===== src/hw/cprc_pkg.sv =====
// cprc_pkg: command codes, sense layout, revisions and status encodings
// assumes: shared by the command interpreter and its payload parser
package cprc_pkg;
   // basic channel commands
   localparam logic [7:0] CMD_NOP        = 8'h03;
   localparam logic [7:0] CMD_SENSE      = 8'h04;
   localparam logic [7:0] CMD_TIC        = 8'h08;
   localparam logic [7:0] CMD_SENSE_ID   = 8'he4;
   // transport-specific commands
   localparam logic [7:0] CMD_SET_VQ     = 8'h13;
   localparam logic [7:0] CMD_VDEV_RESET = 8'h33;
   localparam logic [7:0] CMD_SET_IND    = 8'h43;
   localparam logic [7:0] CMD_SET_CIND   = 8'h53;
   localparam logic [7:0] CMD_SET_IND_AD = 8'h73;
   localparam logic [7:0] CMD_READ_FEAT  = 8'h12;
   localparam logic [7:0] CMD_WRITE_FEAT = 8'h11;
   localparam logic [7:0] CMD_READ_CONF  = 8'h21;
   localparam logic [7:0] CMD_WRITE_CONF = 8'h22;
   localparam logic [7:0] CMD_WRITE_STAT = 8'h31;
   localparam logic [7:0] CMD_READ_VQCF  = 8'h32;
   localparam logic [7:0] CMD_SET_REV    = 8'h83;
   localparam logic [7:0] CMD_READ_STAT  = 8'h72;
   // sense id layout
   localparam logic [7:0] SID_BYTE0      = 8'hff;
   localparam logic [8:0] SID_LEN        = 9'h100;
   localparam logic [8:0] SID_CUT_HI     = 9'h001;
   localparam logic [8:0] SID_CUT_LO     = 9'h002;
   localparam logic [8:0] SID_MODEL      = 9'h003;
   // set-revision header length in bytes
   localparam logic [15:0] REV_HDR_LEN   = 16'h0004;
   // revision identifiers
   localparam logic [1:0] REV_LEGACY     = 2'h0;
   localparam logic [1:0] REV_V1         = 2'h1;
   localparam logic [1:0] REV_V2         = 2'h2;
   // basic sense byte 0 command reject bit
   localparam logic [7:0] SENSE_CMD_REJ  = 8'h80;
   // ending status codes
   typedef enum logic [1:0] {
      CPRC_END_OK,
      CPRC_END_UNIT_CHECK,
      CPRC_END_INCORRECT_LEN
   } cprc_end_t;
endpackage


===== src/hw/cprc_rev_if.sv =====
// cprc_rev_if: set-revision payload handoff between interpreter and parser
// assumes: single clock, driven by cprc_top
interface cprc_rev_if;
   logic        start;
   logic        byte_valid;
   logic [7:0]  byte_data;
   logic        last;
   logic        done;
   logic        ok;
   logic        short_data;
   logic [1:0]  revision;
   modport master (output start, byte_valid, byte_data, last,
                   input done, ok, short_data, revision);
   modport parser (input start, byte_valid, byte_data, last,
                   output done, ok, short_data, revision);
endinterface


===== src/hw/cprc_rev_parse.sv =====
// cprc_rev_parse: collects the big-endian set-revision payload and checks it
// assumes: bytes arrive in order, last marks the final byte of the transfer
module cprc_rev_parse #(
   parameter bit TRANSITIONAL = 1'b1
) (
   input  wire logic       i_core_clk,
   input  wire logic       i_reset,
   cprc_rev_if.parser      rev
);
   import cprc_pkg::*;

   logic [15:0] rev_id_reg, rev_id_next;
   logic [15:0] len_reg, len_next;
   logic [15:0] cnt_reg, cnt_next;
   logic        done_reg, ok_reg, short_reg;
   logic [1:0]  sel_reg;
   wire         final_byte = rev.byte_valid && rev.last;
   wire  [15:0] got        = cnt_reg + 16'h0001;

   // big-endian accumulation of revision and length fields
   always_comb begin
      rev_id_next = rev_id_reg;
      len_next    = len_reg;
      cnt_next    = cnt_reg;
      if (rev.start) begin
         rev_id_next = '0;
         len_next    = '0;
         cnt_next    = '0;
      end else if (rev.byte_valid) begin
         cnt_next = got;
         if (cnt_reg < 16'h0002) rev_id_next = {rev_id_reg[7:0], rev.byte_data};
         else if (cnt_reg < REV_HDR_LEN) len_next = {len_reg[7:0], rev.byte_data};
      end
   end

   // validity: known revision, zero data length, legacy only if transitional
   wire [15:0] fin_rev  = (cnt_reg < 16'h0002) ? {rev_id_reg[7:0], rev.byte_data} : rev_id_reg;
   wire [15:0] fin_len  = (cnt_reg == 16'h0003) ? {len_reg[7:0], rev.byte_data} : len_reg;
   wire        is_short = got < REV_HDR_LEN;
   wire        known    = fin_rev <= {14'h0, REV_V2};
   wire        legal    = known && (fin_len == 16'h0000) && !is_short
                          && (TRANSITIONAL || fin_rev != {14'h0, REV_LEGACY});

   always_ff @(posedge i_core_clk) begin
      if (i_reset) begin
         rev_id_reg <= '0;
         len_reg    <= '0;
         cnt_reg    <= '0;
         done_reg   <= 1'b0;
         ok_reg     <= 1'b0;
         short_reg  <= 1'b0;
         sel_reg    <= REV_LEGACY;
      end else begin
         rev_id_reg <= rev_id_next;
         len_reg    <= len_next;
         cnt_reg    <= cnt_next;
         done_reg   <= final_byte;
         if (final_byte) begin
            ok_reg    <= legal;
            short_reg <= is_short;
            sel_reg   <= fin_rev[1:0];
         end
      end
   end

   assign rev.done       = done_reg;
   assign rev.ok         = ok_reg;
   assign rev.short_data = short_reg;
   assign rev.revision   = sel_reg;
endmodule


===== src/hw/cprc_top.sv =====
// cprc_top: command front end of a channel-attached proxy device
// assumes: the channel side presents one command at a time with its data
// bytes; the device-side back end performs the accepted commands.
module cprc_top #(
   parameter bit         TRANSITIONAL = 1'b1,
   parameter logic [15:0] CU_TYPE     = 16'h5a5a, // arbitrary value
   parameter logic [7:0]  CU_MODEL    = 8'h01     // attached device id
) (
   input  wire logic              i_core_clk,
   input  wire logic              i_reset,
   input  wire logic              i_sch_enabled,
   input  wire logic              i_cmd_valid,
   input  wire logic [7:0]        i_cmd_code,
   input  wire logic [15:0]       i_cmd_count,
   input  wire logic              i_cmd_sli,
   input  wire logic              i_wr_valid,
   input  wire logic [7:0]        i_wr_data,
   input  wire logic              i_wr_last,
   input  wire logic              i_rd_ready,
   output logic                   o_cmd_ready,
   output logic                   o_rd_valid,
   output logic [7:0]             o_rd_data,
   output logic                   o_end_valid,
   output cprc_pkg::cprc_end_t    o_end_status,
   output logic [7:0]             o_sense0,
   output logic                   o_exec_valid,
   output logic [7:0]             o_exec_code,
   output logic                   o_rev_set,
   output logic [1:0]             o_revision
);
   import cprc_pkg::*;

   // elaboration check: a zero control unit type cannot identify the proxy
   if (CU_TYPE == 16'h0000) begin : g_cu_type_check
      $error("control unit type must be non-zero");
   end

   // ==========================================================
   // synchronise the subchannel enable level
   logic en_s1_reg, en_s2_reg, en_s3_reg;
   always_ff @(posedge i_core_clk) begin
      if (i_reset) begin
         en_s1_reg <= 1'b0;
         en_s2_reg <= 1'b0;
         en_s3_reg <= 1'b0;
      end else begin
         en_s1_reg <= i_sch_enabled;
         en_s2_reg <= en_s1_reg;
         en_s3_reg <= en_s2_reg;
      end
   end
   wire sch_rise = en_s2_reg && !en_s3_reg;
   wire sch_fall = !en_s2_reg && en_s3_reg;

   // ==========================================================
   // command decode
   typedef enum {ST_IDLE, ST_SENSE_ID, ST_SENSE, ST_REV, ST_REV_WAIT, ST_SINK, ST_END}
      cprc_state_t;
   cprc_state_t state_reg, state_next;

   wire is_basic   = (i_cmd_code == CMD_NOP) || (i_cmd_code == CMD_SENSE) ||
                     (i_cmd_code == CMD_TIC) || (i_cmd_code == CMD_SENSE_ID);
   wire is_v1_cmd  = (i_cmd_code == CMD_SET_VQ) || (i_cmd_code == CMD_VDEV_RESET) ||
                     (i_cmd_code == CMD_SET_IND) || (i_cmd_code == CMD_SET_CIND) ||
                     (i_cmd_code == CMD_SET_IND_AD) || (i_cmd_code == CMD_READ_FEAT) ||
                     (i_cmd_code == CMD_WRITE_FEAT) || (i_cmd_code == CMD_READ_CONF) ||
                     (i_cmd_code == CMD_WRITE_CONF) || (i_cmd_code == CMD_WRITE_STAT) ||
                     (i_cmd_code == CMD_READ_VQCF);
   wire is_set_rev = i_cmd_code == CMD_SET_REV;
   wire is_rd_stat = i_cmd_code == CMD_READ_STAT;

   logic       rev_set_reg;
   logic [1:0] rev_reg;

   // a transport command is legal only inside the selected revision
   wire pre_rev      = !rev_set_reg && (is_v1_cmd || is_rd_stat);
   wire adopt_legacy = pre_rev && TRANSITIONAL && is_v1_cmd;
   wire in_rev       = is_v1_cmd || (is_rd_stat && rev_reg == REV_V2);
   wire tr_ok        = rev_set_reg ? in_rev : (TRANSITIONAL && is_v1_cmd);
   wire take         = i_cmd_valid && o_cmd_ready;
   wire reject_now   = take && !is_basic && !is_set_rev && !tr_ok;
   wire rev_reject   = take && is_set_rev && rev_set_reg;

   // ==========================================================
   // set-revision payload parser
   cprc_rev_if rev_bus();
   cprc_rev_parse #(
      .TRANSITIONAL (TRANSITIONAL)
   ) u_parse (
      .i_core_clk (i_core_clk),
      .i_reset    (i_reset),
      .rev        (rev_bus.parser)
   );
   assign rev_bus.start      = take && is_set_rev && !rev_set_reg;
   assign rev_bus.byte_valid = (state_reg == ST_REV) && i_wr_valid;
   assign rev_bus.byte_data  = i_wr_data;
   assign rev_bus.last       = i_wr_last;

   // ==========================================================
   // sense id byte selection
   logic [8:0]  idx_reg, idx_next;
   logic [15:0] cnt_reg;
   logic        sli_reg;
   logic [7:0]  code_reg;
   wire  [7:0]  sid_byte = (idx_reg == 9'h000)     ? SID_BYTE0 :
                           (idx_reg == SID_CUT_HI) ? CU_TYPE[15:8] :
                           (idx_reg == SID_CUT_LO) ? CU_TYPE[7:0] :
                           (idx_reg == SID_MODEL)  ? CU_MODEL : 8'h00;
   wire  [7:0]  rd_byte  = (state_reg == ST_SENSE) ? o_sense0 : sid_byte;
   wire  [8:0]  rd_len   = (state_reg == ST_SENSE) ? 9'h001 : SID_LEN;
   wire         rd_fire  = o_rd_valid && i_rd_ready;
   wire  [8:0]  idx_inc  = idx_reg + 9'h001;
   wire         rd_stop  = rd_fire && ((idx_inc == rd_len) || ({7'h0, idx_inc} == cnt_reg));
   // read length check: short buffer with suppression is fine for reads
   wire         rd_bad   = !sli_reg && (cnt_reg != {7'h0, rd_len});
   // payload byte count for the set-revision write
   logic [15:0] wcnt_reg;
   // without suppression, both the bytes moved and the channel count must match the header length
   wire         w_bad    = !sli_reg &&
                           ((wcnt_reg != REV_HDR_LEN) || (cnt_reg != REV_HDR_LEN));

   // ==========================================================
   // sequencing
   cprc_end_t end_next;
   logic      end_fire;
   always_comb begin
      state_next = state_reg;
      idx_next   = idx_reg;
      end_fire   = 1'b0;
      end_next   = CPRC_END_OK;
      case (state_reg)
         ST_IDLE: begin
            idx_next = '0;
            if (take) begin
               if (reject_now || rev_reject) begin
                  end_fire = 1'b1;
                  end_next = CPRC_END_UNIT_CHECK;
               end else if (i_cmd_code == CMD_SENSE_ID) state_next = ST_SENSE_ID;
               else if (i_cmd_code == CMD_SENSE) state_next = ST_SENSE;
               else if (is_set_rev) state_next = ST_REV;
               else if (is_basic) end_fire = 1'b1;
               else state_next = ST_SINK;
            end
         end
         ST_SENSE_ID, ST_SENSE: begin
            if (rd_fire) idx_next = idx_inc;
            if (rd_stop) begin
               end_fire   = 1'b1;
               end_next   = rd_bad ? CPRC_END_INCORRECT_LEN : CPRC_END_OK;
               state_next = ST_IDLE;
            end
         end
         ST_REV: if (i_wr_valid && i_wr_last) state_next = ST_REV_WAIT;
         ST_REV_WAIT: begin
            if (rev_bus.done) begin
               end_fire   = 1'b1;
               state_next = ST_IDLE;
               if (!rev_bus.ok && !(rev_bus.short_data && !sli_reg))
                  end_next = CPRC_END_UNIT_CHECK;
               else if (w_bad) end_next = CPRC_END_INCORRECT_LEN;
            end
         end
         ST_SINK: begin
            end_fire   = 1'b1;
            state_next = ST_IDLE;
         end
         default: state_next = ST_IDLE;
      endcase
   end

   wire rev_accept = (state_reg == ST_REV_WAIT) && rev_bus.done && rev_bus.ok && !w_bad;

   // ==========================================================
   // state and revision registers
   always_ff @(posedge i_core_clk) begin
      if (i_reset || sch_fall) begin
         rev_set_reg <= 1'b0;
         rev_reg     <= REV_LEGACY;
      end else if (sch_rise) begin
         rev_set_reg <= 1'b0;
         rev_reg     <= REV_LEGACY;
      end else if (rev_accept) begin
         rev_set_reg <= 1'b1;
         rev_reg     <= rev_bus.revision;
      end else if (take && adopt_legacy) begin
         rev_set_reg <= 1'b1;
         rev_reg     <= REV_LEGACY;
      end
   end

   always_ff @(posedge i_core_clk) begin
      if (i_reset) begin
         state_reg <= ST_IDLE;
         idx_reg   <= '0;
         cnt_reg   <= '0;
         sli_reg   <= 1'b0;
         code_reg  <= '0;
         wcnt_reg  <= '0;
      end else begin
         state_reg <= state_next;
         idx_reg   <= idx_next;
         if (take) begin
            cnt_reg  <= i_cmd_count;
            sli_reg  <= i_cmd_sli;
            code_reg <= i_cmd_code;
            wcnt_reg <= '0;
         end else if (rev_bus.byte_valid) begin
            wcnt_reg <= wcnt_reg + 16'h0001;
         end
      end
   end

   // ==========================================================
   // outputs, all registered
   always_ff @(posedge i_core_clk) begin
      if (i_reset) begin
         o_cmd_ready  <= 1'b0;
         o_rd_valid   <= 1'b0;
         o_rd_data    <= '0;
         o_end_valid  <= 1'b0;
         o_end_status <= CPRC_END_OK;
         o_sense0     <= '0;
         o_exec_valid <= 1'b0;
         o_exec_code  <= '0;
         o_rev_set    <= 1'b0;
         o_revision   <= REV_LEGACY;
      end else begin
         o_cmd_ready  <= (state_next == ST_IDLE) && !take;
         o_rd_valid   <= (state_next == ST_SENSE_ID || state_next == ST_SENSE) && !rd_stop;
         o_rd_data    <= (state_next == ST_SENSE && state_reg == ST_IDLE) ? o_sense0 :
                         (state_reg == ST_IDLE) ? SID_BYTE0 :
                         (rd_fire ? ((state_reg == ST_SENSE) ? o_sense0 :
                          (idx_inc == SID_CUT_HI) ? CU_TYPE[15:8] :
                          (idx_inc == SID_CUT_LO) ? CU_TYPE[7:0] :
                          (idx_inc == SID_MODEL)  ? CU_MODEL : 8'h00) : rd_byte);
         o_end_valid  <= end_fire;
         o_end_status <= end_next;
         if (end_fire)
            o_sense0 <= (end_next == CPRC_END_UNIT_CHECK) ? SENSE_CMD_REJ : 8'h00;
         o_exec_valid <= (state_reg == ST_SINK);
         o_exec_code  <= code_reg;
         o_rev_set    <= rev_set_reg;
         o_revision   <= rev_reg;
      end
   end
endmodule


===== config.mk =====
export PLATFORM = sky130hd
export DESIGN_NAME = cprc_top
export DESIGN_NICKNAME = d
export VERILOG_FILES = /design/src/hw/cprc_pkg.sv /design/src/hw/cprc_rev_if.sv /design/src/hw/cprc_rev_parse.sv /design/src/hw/cprc_top.sv
export SDC_FILE = /design/constraint.sdc
export NUM_CORES = 1
export LEC_CHECK = 0
export CORE_MARGIN = 2
export CORE_UTILIZATION = 68
export DETAILED_ROUTE_END_ITERATION = 8
export DONT_BUFFER_PORTS = 1
export GPL_TIMING_DRIVEN = 1
export PLACE_DENSITY = 0.84
export SYNTH_ARGS = -nofsm -noshare
export SYNTH_HDL_FRONTEND = slang
export SYNTH_SLANG_ARGS = --single-unit

===== constraint.sdc =====
create_clock -name i_core_clk -period 4.9 [get_ports i_core_clk]
set_clock_uncertainty 0.2 [all_clocks]
set_input_delay 0.245 -clock i_core_clk [delete_from_list [all_inputs] [get_ports i_core_clk]]
set_output_delay 0.245 -clock i_core_clk [all_outputs]
set_load 0.03 [all_outputs]

==> run_results.csv, run 1 <==
group,metric,value,unit
outcome,status,"complete, no violations",
place,hpwl,11.03,mm
place,place_inst,985,
logic_synthesis,ys_async_sr_fraction,0,%
sta,fin_crit_sh,87.42,%
finish,stdcell_count,1074,
clocking,cts_resized,0,
die,die_area,11410,sq um
sta,relSlewSlack,25.22,%
clocking,clkTransAtPathRegs,0.06,ns
sta,tightest_slew,1.120,ns
logic_synthesis,ys_types,65,
clocking,cts_tree,"done",
die,core_area,10280,sq um
die,pin_count,73,
logic_synthesis,synth_seq_cells,163,
pwr,p_int,0.002086,W
logic_synthesis,synth_ff_type,"dfxtp_1",
critical_path,cp.required,5.18,ns
sta,hold_viol,0,
pwr,pwr-share-seq,50.9,%
place,gp_congestion,0.9267,
critical_path,reg2reg_depth,9,
grt,grt_use_total,33.03,%
critical_path,endpoint_kind,"register",
grt,grt_pass1_wl,29.81,mm
finish,final_cell_mix,"dfxtp_1 (163), nand2_1 (156), a21oi_1 (80), nor2_1 (75), dlygate4sd3_1 (59)",
clocking,clk_latency,0.54,ns
min_path,hold_class,"in2reg",
detailed_routing,drtIter0Drc,425,
die,die_x,106.8,um
finish,final_common_cell,"dfxtp_1",
sta,setup_viol,0,
detailed_routing,vias_per_cell,6.030,
grt,grt-ovfl-total,0,
clocking,cts_root_buf,"clkbuf_8",
critical_path,crit_fanout,11,
critical_path,arrival,4.56,ns
clocking,cts.sinks,163,
pwr,powerDensity,322.9,nW/um^2
finish,diodes,0,
sta,period_needed,4.284,ns
pwr,pwr-share-comb,4.9,%
die,fp.dieH,106.8,um
pwr,p_leak,3.094,nW
detailed_routing,drc,0,
grt,grt_pass1_vias,6275,
job,drv_cap,0,
detailed_routing,postRouteAntennaNets,0,
die,rows,37,
detailed_routing,wl_per_cell,17.14,um
clocking,clockBufferDepth,2,
logic_synthesis,yosysSeqAreaShare,45.40,%
clocking,hold_buffers,60,
sta,drv_slew,0,
grt,grt_max_degree,65,
detailed_routing,num_vias,6476,
place,portBuffers,0,
detailed_routing,wirelength,18.41,mm
finish,drive_above_1_share,4.904,%
finish,nets,975,
finish,syn_to_final_growth,16.90,%
finish,fin_area,8402,sq um
logic_synthesis,synth_area_per_cell,8.299,sq um
grt,grt_antenna_before_repair,0,
sta,setup_tns,0,ns
logic_synthesis,yosys_warnings,0,
pwr,power.switching,0.0006261,W
pwr,clkPwrFrac,44.2,%
detailed_routing,first_pass_iters,7,
clocking,post-cts-setup-buffer-count,0,
sta,hold_ws,0.07211,ns
die,initial_core_util,69.93,%
pwr,switching_share,23.08,%
logic_synthesis,synthesis.area,7187,sq um
logic_synthesis,syn_inst,866,
place,post_dp_cell_area,7263,sq um
sta,fmax,233.4,MHz
min_path,holdPathStages,5,
pwr,peakVddDrop,349.7,uV
sta,rsz0062_at_grt,"no",
clocking,cts_buffers,17,
critical_path,crit_type,"reg2reg",
logic_synthesis,synth_edf_count,0,
finish,largest_register_ff_count,32,
clocking,htree_levels,4,
critical_path,cp-start-kind,"register",
-- final timing paths --
path                       startpoint                   to  slack [ns]
setup / recovery        state_reg[29]       u_parse.rev.ok        0.62
hold / removal              i_wr_last         state_reg[0]        0.07
setup reg to reg        state_reg[29]       u_parse.rev.ok        0.62
hold reg to reg   u_parse.len_reg[14]  u_parse.len_reg[14]        0.25
-- kinds of logic after synthesis --
family | after synthesis | synth area share, %
and+or+nand+nor | 417 | 28.67
xor gates and xnor gates | 55 | 6.703
muxes | 7 | 0.9924
DFF | 163 | 45.40
adders and majority gates | 7 | 1.219
buffers and inverters | 74 | 4.857
AOI/OAI and AO/OA | 142 | 12.10
other | 1 | 0.05218
-- cells in the mapped netlist, types with 10 or more instances --
cell	count	share of area (%)
xnor2_1	27	3.3
inv_1	16	0.84
buf_4	13	1.4
clkbuf_1	34	1.8
nor2b_1	16	1.4
nand2_1	156	8.1
nor3_1	30	2.1
nor4_1	23	2.0
and3_1	15	1.3
o21ai_0	10	0.70
nand3_1	22	1.5
dfxtp_1	163	45
xor2_1	28	3.4
a21oi_1	80	5.6
nand4_1	19	1.7
nor2_1	75	3.9
or3_1	12	1.0
-- critical path: stages (launching register included) --
cell and delay [ns]:
dfxtp_1 0.31, nor4_1 0.36, nand4_1 0.29, or2_1 0.47
nor4_2 0.41, dlygate4sd3_1 0.77, nand4b_1 0.14, dlygate4sd3_1 0.57
a21oi_1 0.15, dlygate4sd3_1 0.57
-- routing by layer --
metal / routed length (um) / share of wire, % / global-route usage (%)
met5: 0 / 0 / 0
met4: 523 / 2.8 / 13.45
met3: 1340 / 7.3 / 8.146
met2: 9236 / 50 / 58.33
met1: 7309 / 40 / 38.21
-- power by group through the flow --
stage | clock network [W] | logic, W | registers [W]
3_3_place_gp | 0 | 0.0000773 | 0.00141
3_5_place_dp | 0 | 0.0000799 | 0.00141
6_report | 0.00120 | 0.000134 | 0.00138
2_1_floorplan | 0 | 0.0000809 | 0.00140
5_1_grt | 0.00126 | 0.000145 | 0.00138
4_1_cts | 0.00120 | 0.000127 | 0.00138
-- through the flow --
stage / util [%] / power, W / worst slack (ns)
4_1_cts: 81.75 / 0.002706 / 0.7139
6_report: 81.75 / 0.002713 / 0.6162
2_1_floorplan: - / 0.001480 / 1.600
3_3_place_gp: 70.67 / 0.001484 / 1.433
5_1_grt: 81.75 / 0.002790 / 0.4311
3_5_place_dp: 70.67 / 0.001488 / 1.223
-- layout make-up --
| class | instances | area [sq um] |
|---|---|---|
| Clock buffer | 20 | 435.4 |
| Clock inverter | 9 | 85.08 |
| Fill cell | 646 | 1876 |
| Inverter | 16 | 60.06 |
| Multi-Input combinational cell | 664 | 3725 |
| Sequential cell | 163 | 3263 |
| Tap cell | 136 | 170.2 |
| Timing Repair Buffer | 66 | 663.1 |
Power figures use the tool's default switching activity.
==> run 2, diff against run 1 <==
Settings changed: CORE_MARGIN 2 to 1.
==> run 2 against run 1 <==
  * Final cell count rose by 0.84%
  * Largest cell class unchanged
  * Register-to-register slack improved by 0.09 ns
  * Flip-flop and latch count is the same
  * Global-route usage is 1.4 points higher
  * Utilization grew 0.68 points
  * Power grew 0.95%
  * Critical path type unchanged
  * Clock-buffer cell count down 1
==> run_results.csv, run 2 (same netlist as run 1, synthesis figures left out) <==
group,metric,value,unit
sta,fmax,238.4,MHz
sta,period_needed,4.194,ns
clocking,post-cts-setup-buffer-count,0,
pwr,powerDensity,323.2,nW/um^2
place,portBuffers,0,
grt,grt_use_total,34.45,%
clocking,clkTransAtPathRegs,0.07,ns
clocking,htree_levels,4,
finish,largest_register_ff_count,32,
sta,hold_viol,0,
detailed_routing,first_pass_iters,5,
critical_path,crit_type,"reg2reg",
die,core_area,10280,sq um
critical_path,cp_cell_sequence,"nor4_1 > nand4_1 > or2_1 > nor4_2 > dlygate4sd3_1 > nand4b_1 > dlygate4sd3_1 > a21oi_1 > dlygate4sd3_1",
sta,tightest_slew,1.144,ns
sta,rsz0062_at_grt,"no",
critical_path,crit_start,"state_reg[25]",
outcome,status,"complete, no violations",
grt,grt_antenna_before_repair,0,
clocking,clockBufferDepth,2,
grt,grt-ovfl-total,0,
sta,hold_ws,0.02262,ns
critical_path,cp_slowest_cell,"dlygate4sd3_1",
detailed_routing,drtIter0Drc,374,
sta,layout_setup_ws,0.7056,ns
die,fp.dieH,104.8,um
finish,syn_to_final_growth,17.88,%
finish,drive_above_1_share,5.391,%
min_path,hold_class,"in2reg",
min_path,whs_endpoint,"rev_reg[1]",
critical_path,cp.required,5.20,ns
detailed_routing,num_vias,6422,
place,hpwl,11.02,mm
die,initial_core_util,69.93,%
place,place_ws,1.285,ns
clocking,cts_root_buf,"clkbuf_8",
die,die_x,104.8,um
pwr,peakVddDrop,349.4,uV
sta,setup_tns,0,ns
detailed_routing,drc,0,
critical_path,crit_fanout,11,
die,pin_count,73,
finish,nets,980,
critical_path,r2r_start,"state_reg[25]",
clocking,cts_buffers,17,
pwr,p_leak,3.149,nW
job,drv_cap,0,
finish,final_common_cell,"dfxtp_1",
clocking,cts_resized,0,
critical_path,critPathMaxStageDelay,0.77,ns
critical_path,cp-start-kind,"register",
place,gp_congestion,0.9151,
grt,grt_max_degree,65,
detailed_routing,postRouteAntennaNets,0,
min_path,hp-start,"i_cmd_code[3]",
sta,fin_crit_sh,85.60,%
finish,final_cell_mix,"dfxtp_1 (163), nand2_1 (156), a21oi_1 (80), nor2_1 (75), dlygate4sd3_1 (64)",
die,rows,37,
min_path,holdPathStages,5,
sta,drv_slew,0,
sta,relSlewSlack,23.64,%
clocking,clk_latency,0.55,ns
pwr,finalPower,0.002738,W
critical_path,rrSetupSlack,0.71,ns
detailed_routing,wirelength,18.29,mm
grt,grt_pass1_vias,6314,
critical_path,path_common_cell,"dlygate4sd3_1",
critical_path,reg2reg_depth,9,
critical_path,rr_endpoint,"u_parse.rev.ok",
clocking,cts_tree,"done",
detailed_routing,wl_per_cell,16.89,um
critical_path,endpoint_kind,"register",
grt,grt_pass1_wl,29.87,mm
critical_path,arrival,4.49,ns
detailed_routing,vias_per_cell,5.930,
sta,setup_viol,0,
clocking,cts.sinks,163,
die,die_area,10980,sq um
finish,utilization,82.43,%
run 2: cell types whose count changed in the layout (fill, tap and decap cells not counted):
cell           delta
dlygate4sd3_1     +5
inv_6             +3
clkbuf_1          -2
clkinv_2          +2
clkinvlp_4        -2
bufinv_16         -1
clkbuf_8          +1
clkinv_4          +1
diode_2           +1
inv_8             +1
run 2: routing by layer:
layer | global-route usage [%] | wire (um)
met5 | 0 | 0
met4 | 18.31 | 523
met3 | 5.802 | 1079
met1 | 39.59 | 7409
met2 | 61.12 | 9280
run 2: critical path: cells and delay by family (launching register included):
family	cells	cell delay, ns
compound gates	1	0.14
simple gates	5	1.63
buf+inv	3	1.88
flops	1	0.30
run 2: area by class of cell:
type,instances,area (sq um)
Tap cell,136,170.2
Multi-Input combinational cell,664,3725
Fill cell,622,1805
Antenna cell,1,2.502
Clock inverter,13,96.34
Inverter,16,60.06
Timing Repair Buffer,71,713.2
Sequential cell,163,3263
Clock buffer,19,441.7
run 2: worst max-delay path by stage:
stage               depth (start not counted)  slack [ns]        endpoint
floorplan                                  12        1.60      o_rd_valid
global placement                           10        1.38      o_rd_valid
detailed placement                         10        1.28      o_rd_valid
CTS                                         9        0.75  u_parse.rev.ok
global route                                9        0.45  u_parse.rev.ok
finish                                      9        0.71  u_parse.rev.ok
run 2: through the flow:
stage / cell area, sq um / instances
2_1_floorplan: 7318 / 901
6_report: 8472 / 1083
5_1_grt: 8469 / 1082
4_1_cts: 8469 / 1082
3_5_place_dp: 7263 / 985
3_3_place_gp: 7263 / 985
run 2: what timing repair did:
action                                  in CTS  in global routing
endpoints found under the hold margin       88                  0
endpoints found under the setup margin       0                  0
hold buffers                                65                  0
run 2: report_power, final:
group	internal, W	total (W)	switching, W
clock	0.000657	0.00122	0.000567
sequential	0.00135	0.00138	0.0000268
combinational	0.0000583	0.000136	0.0000781
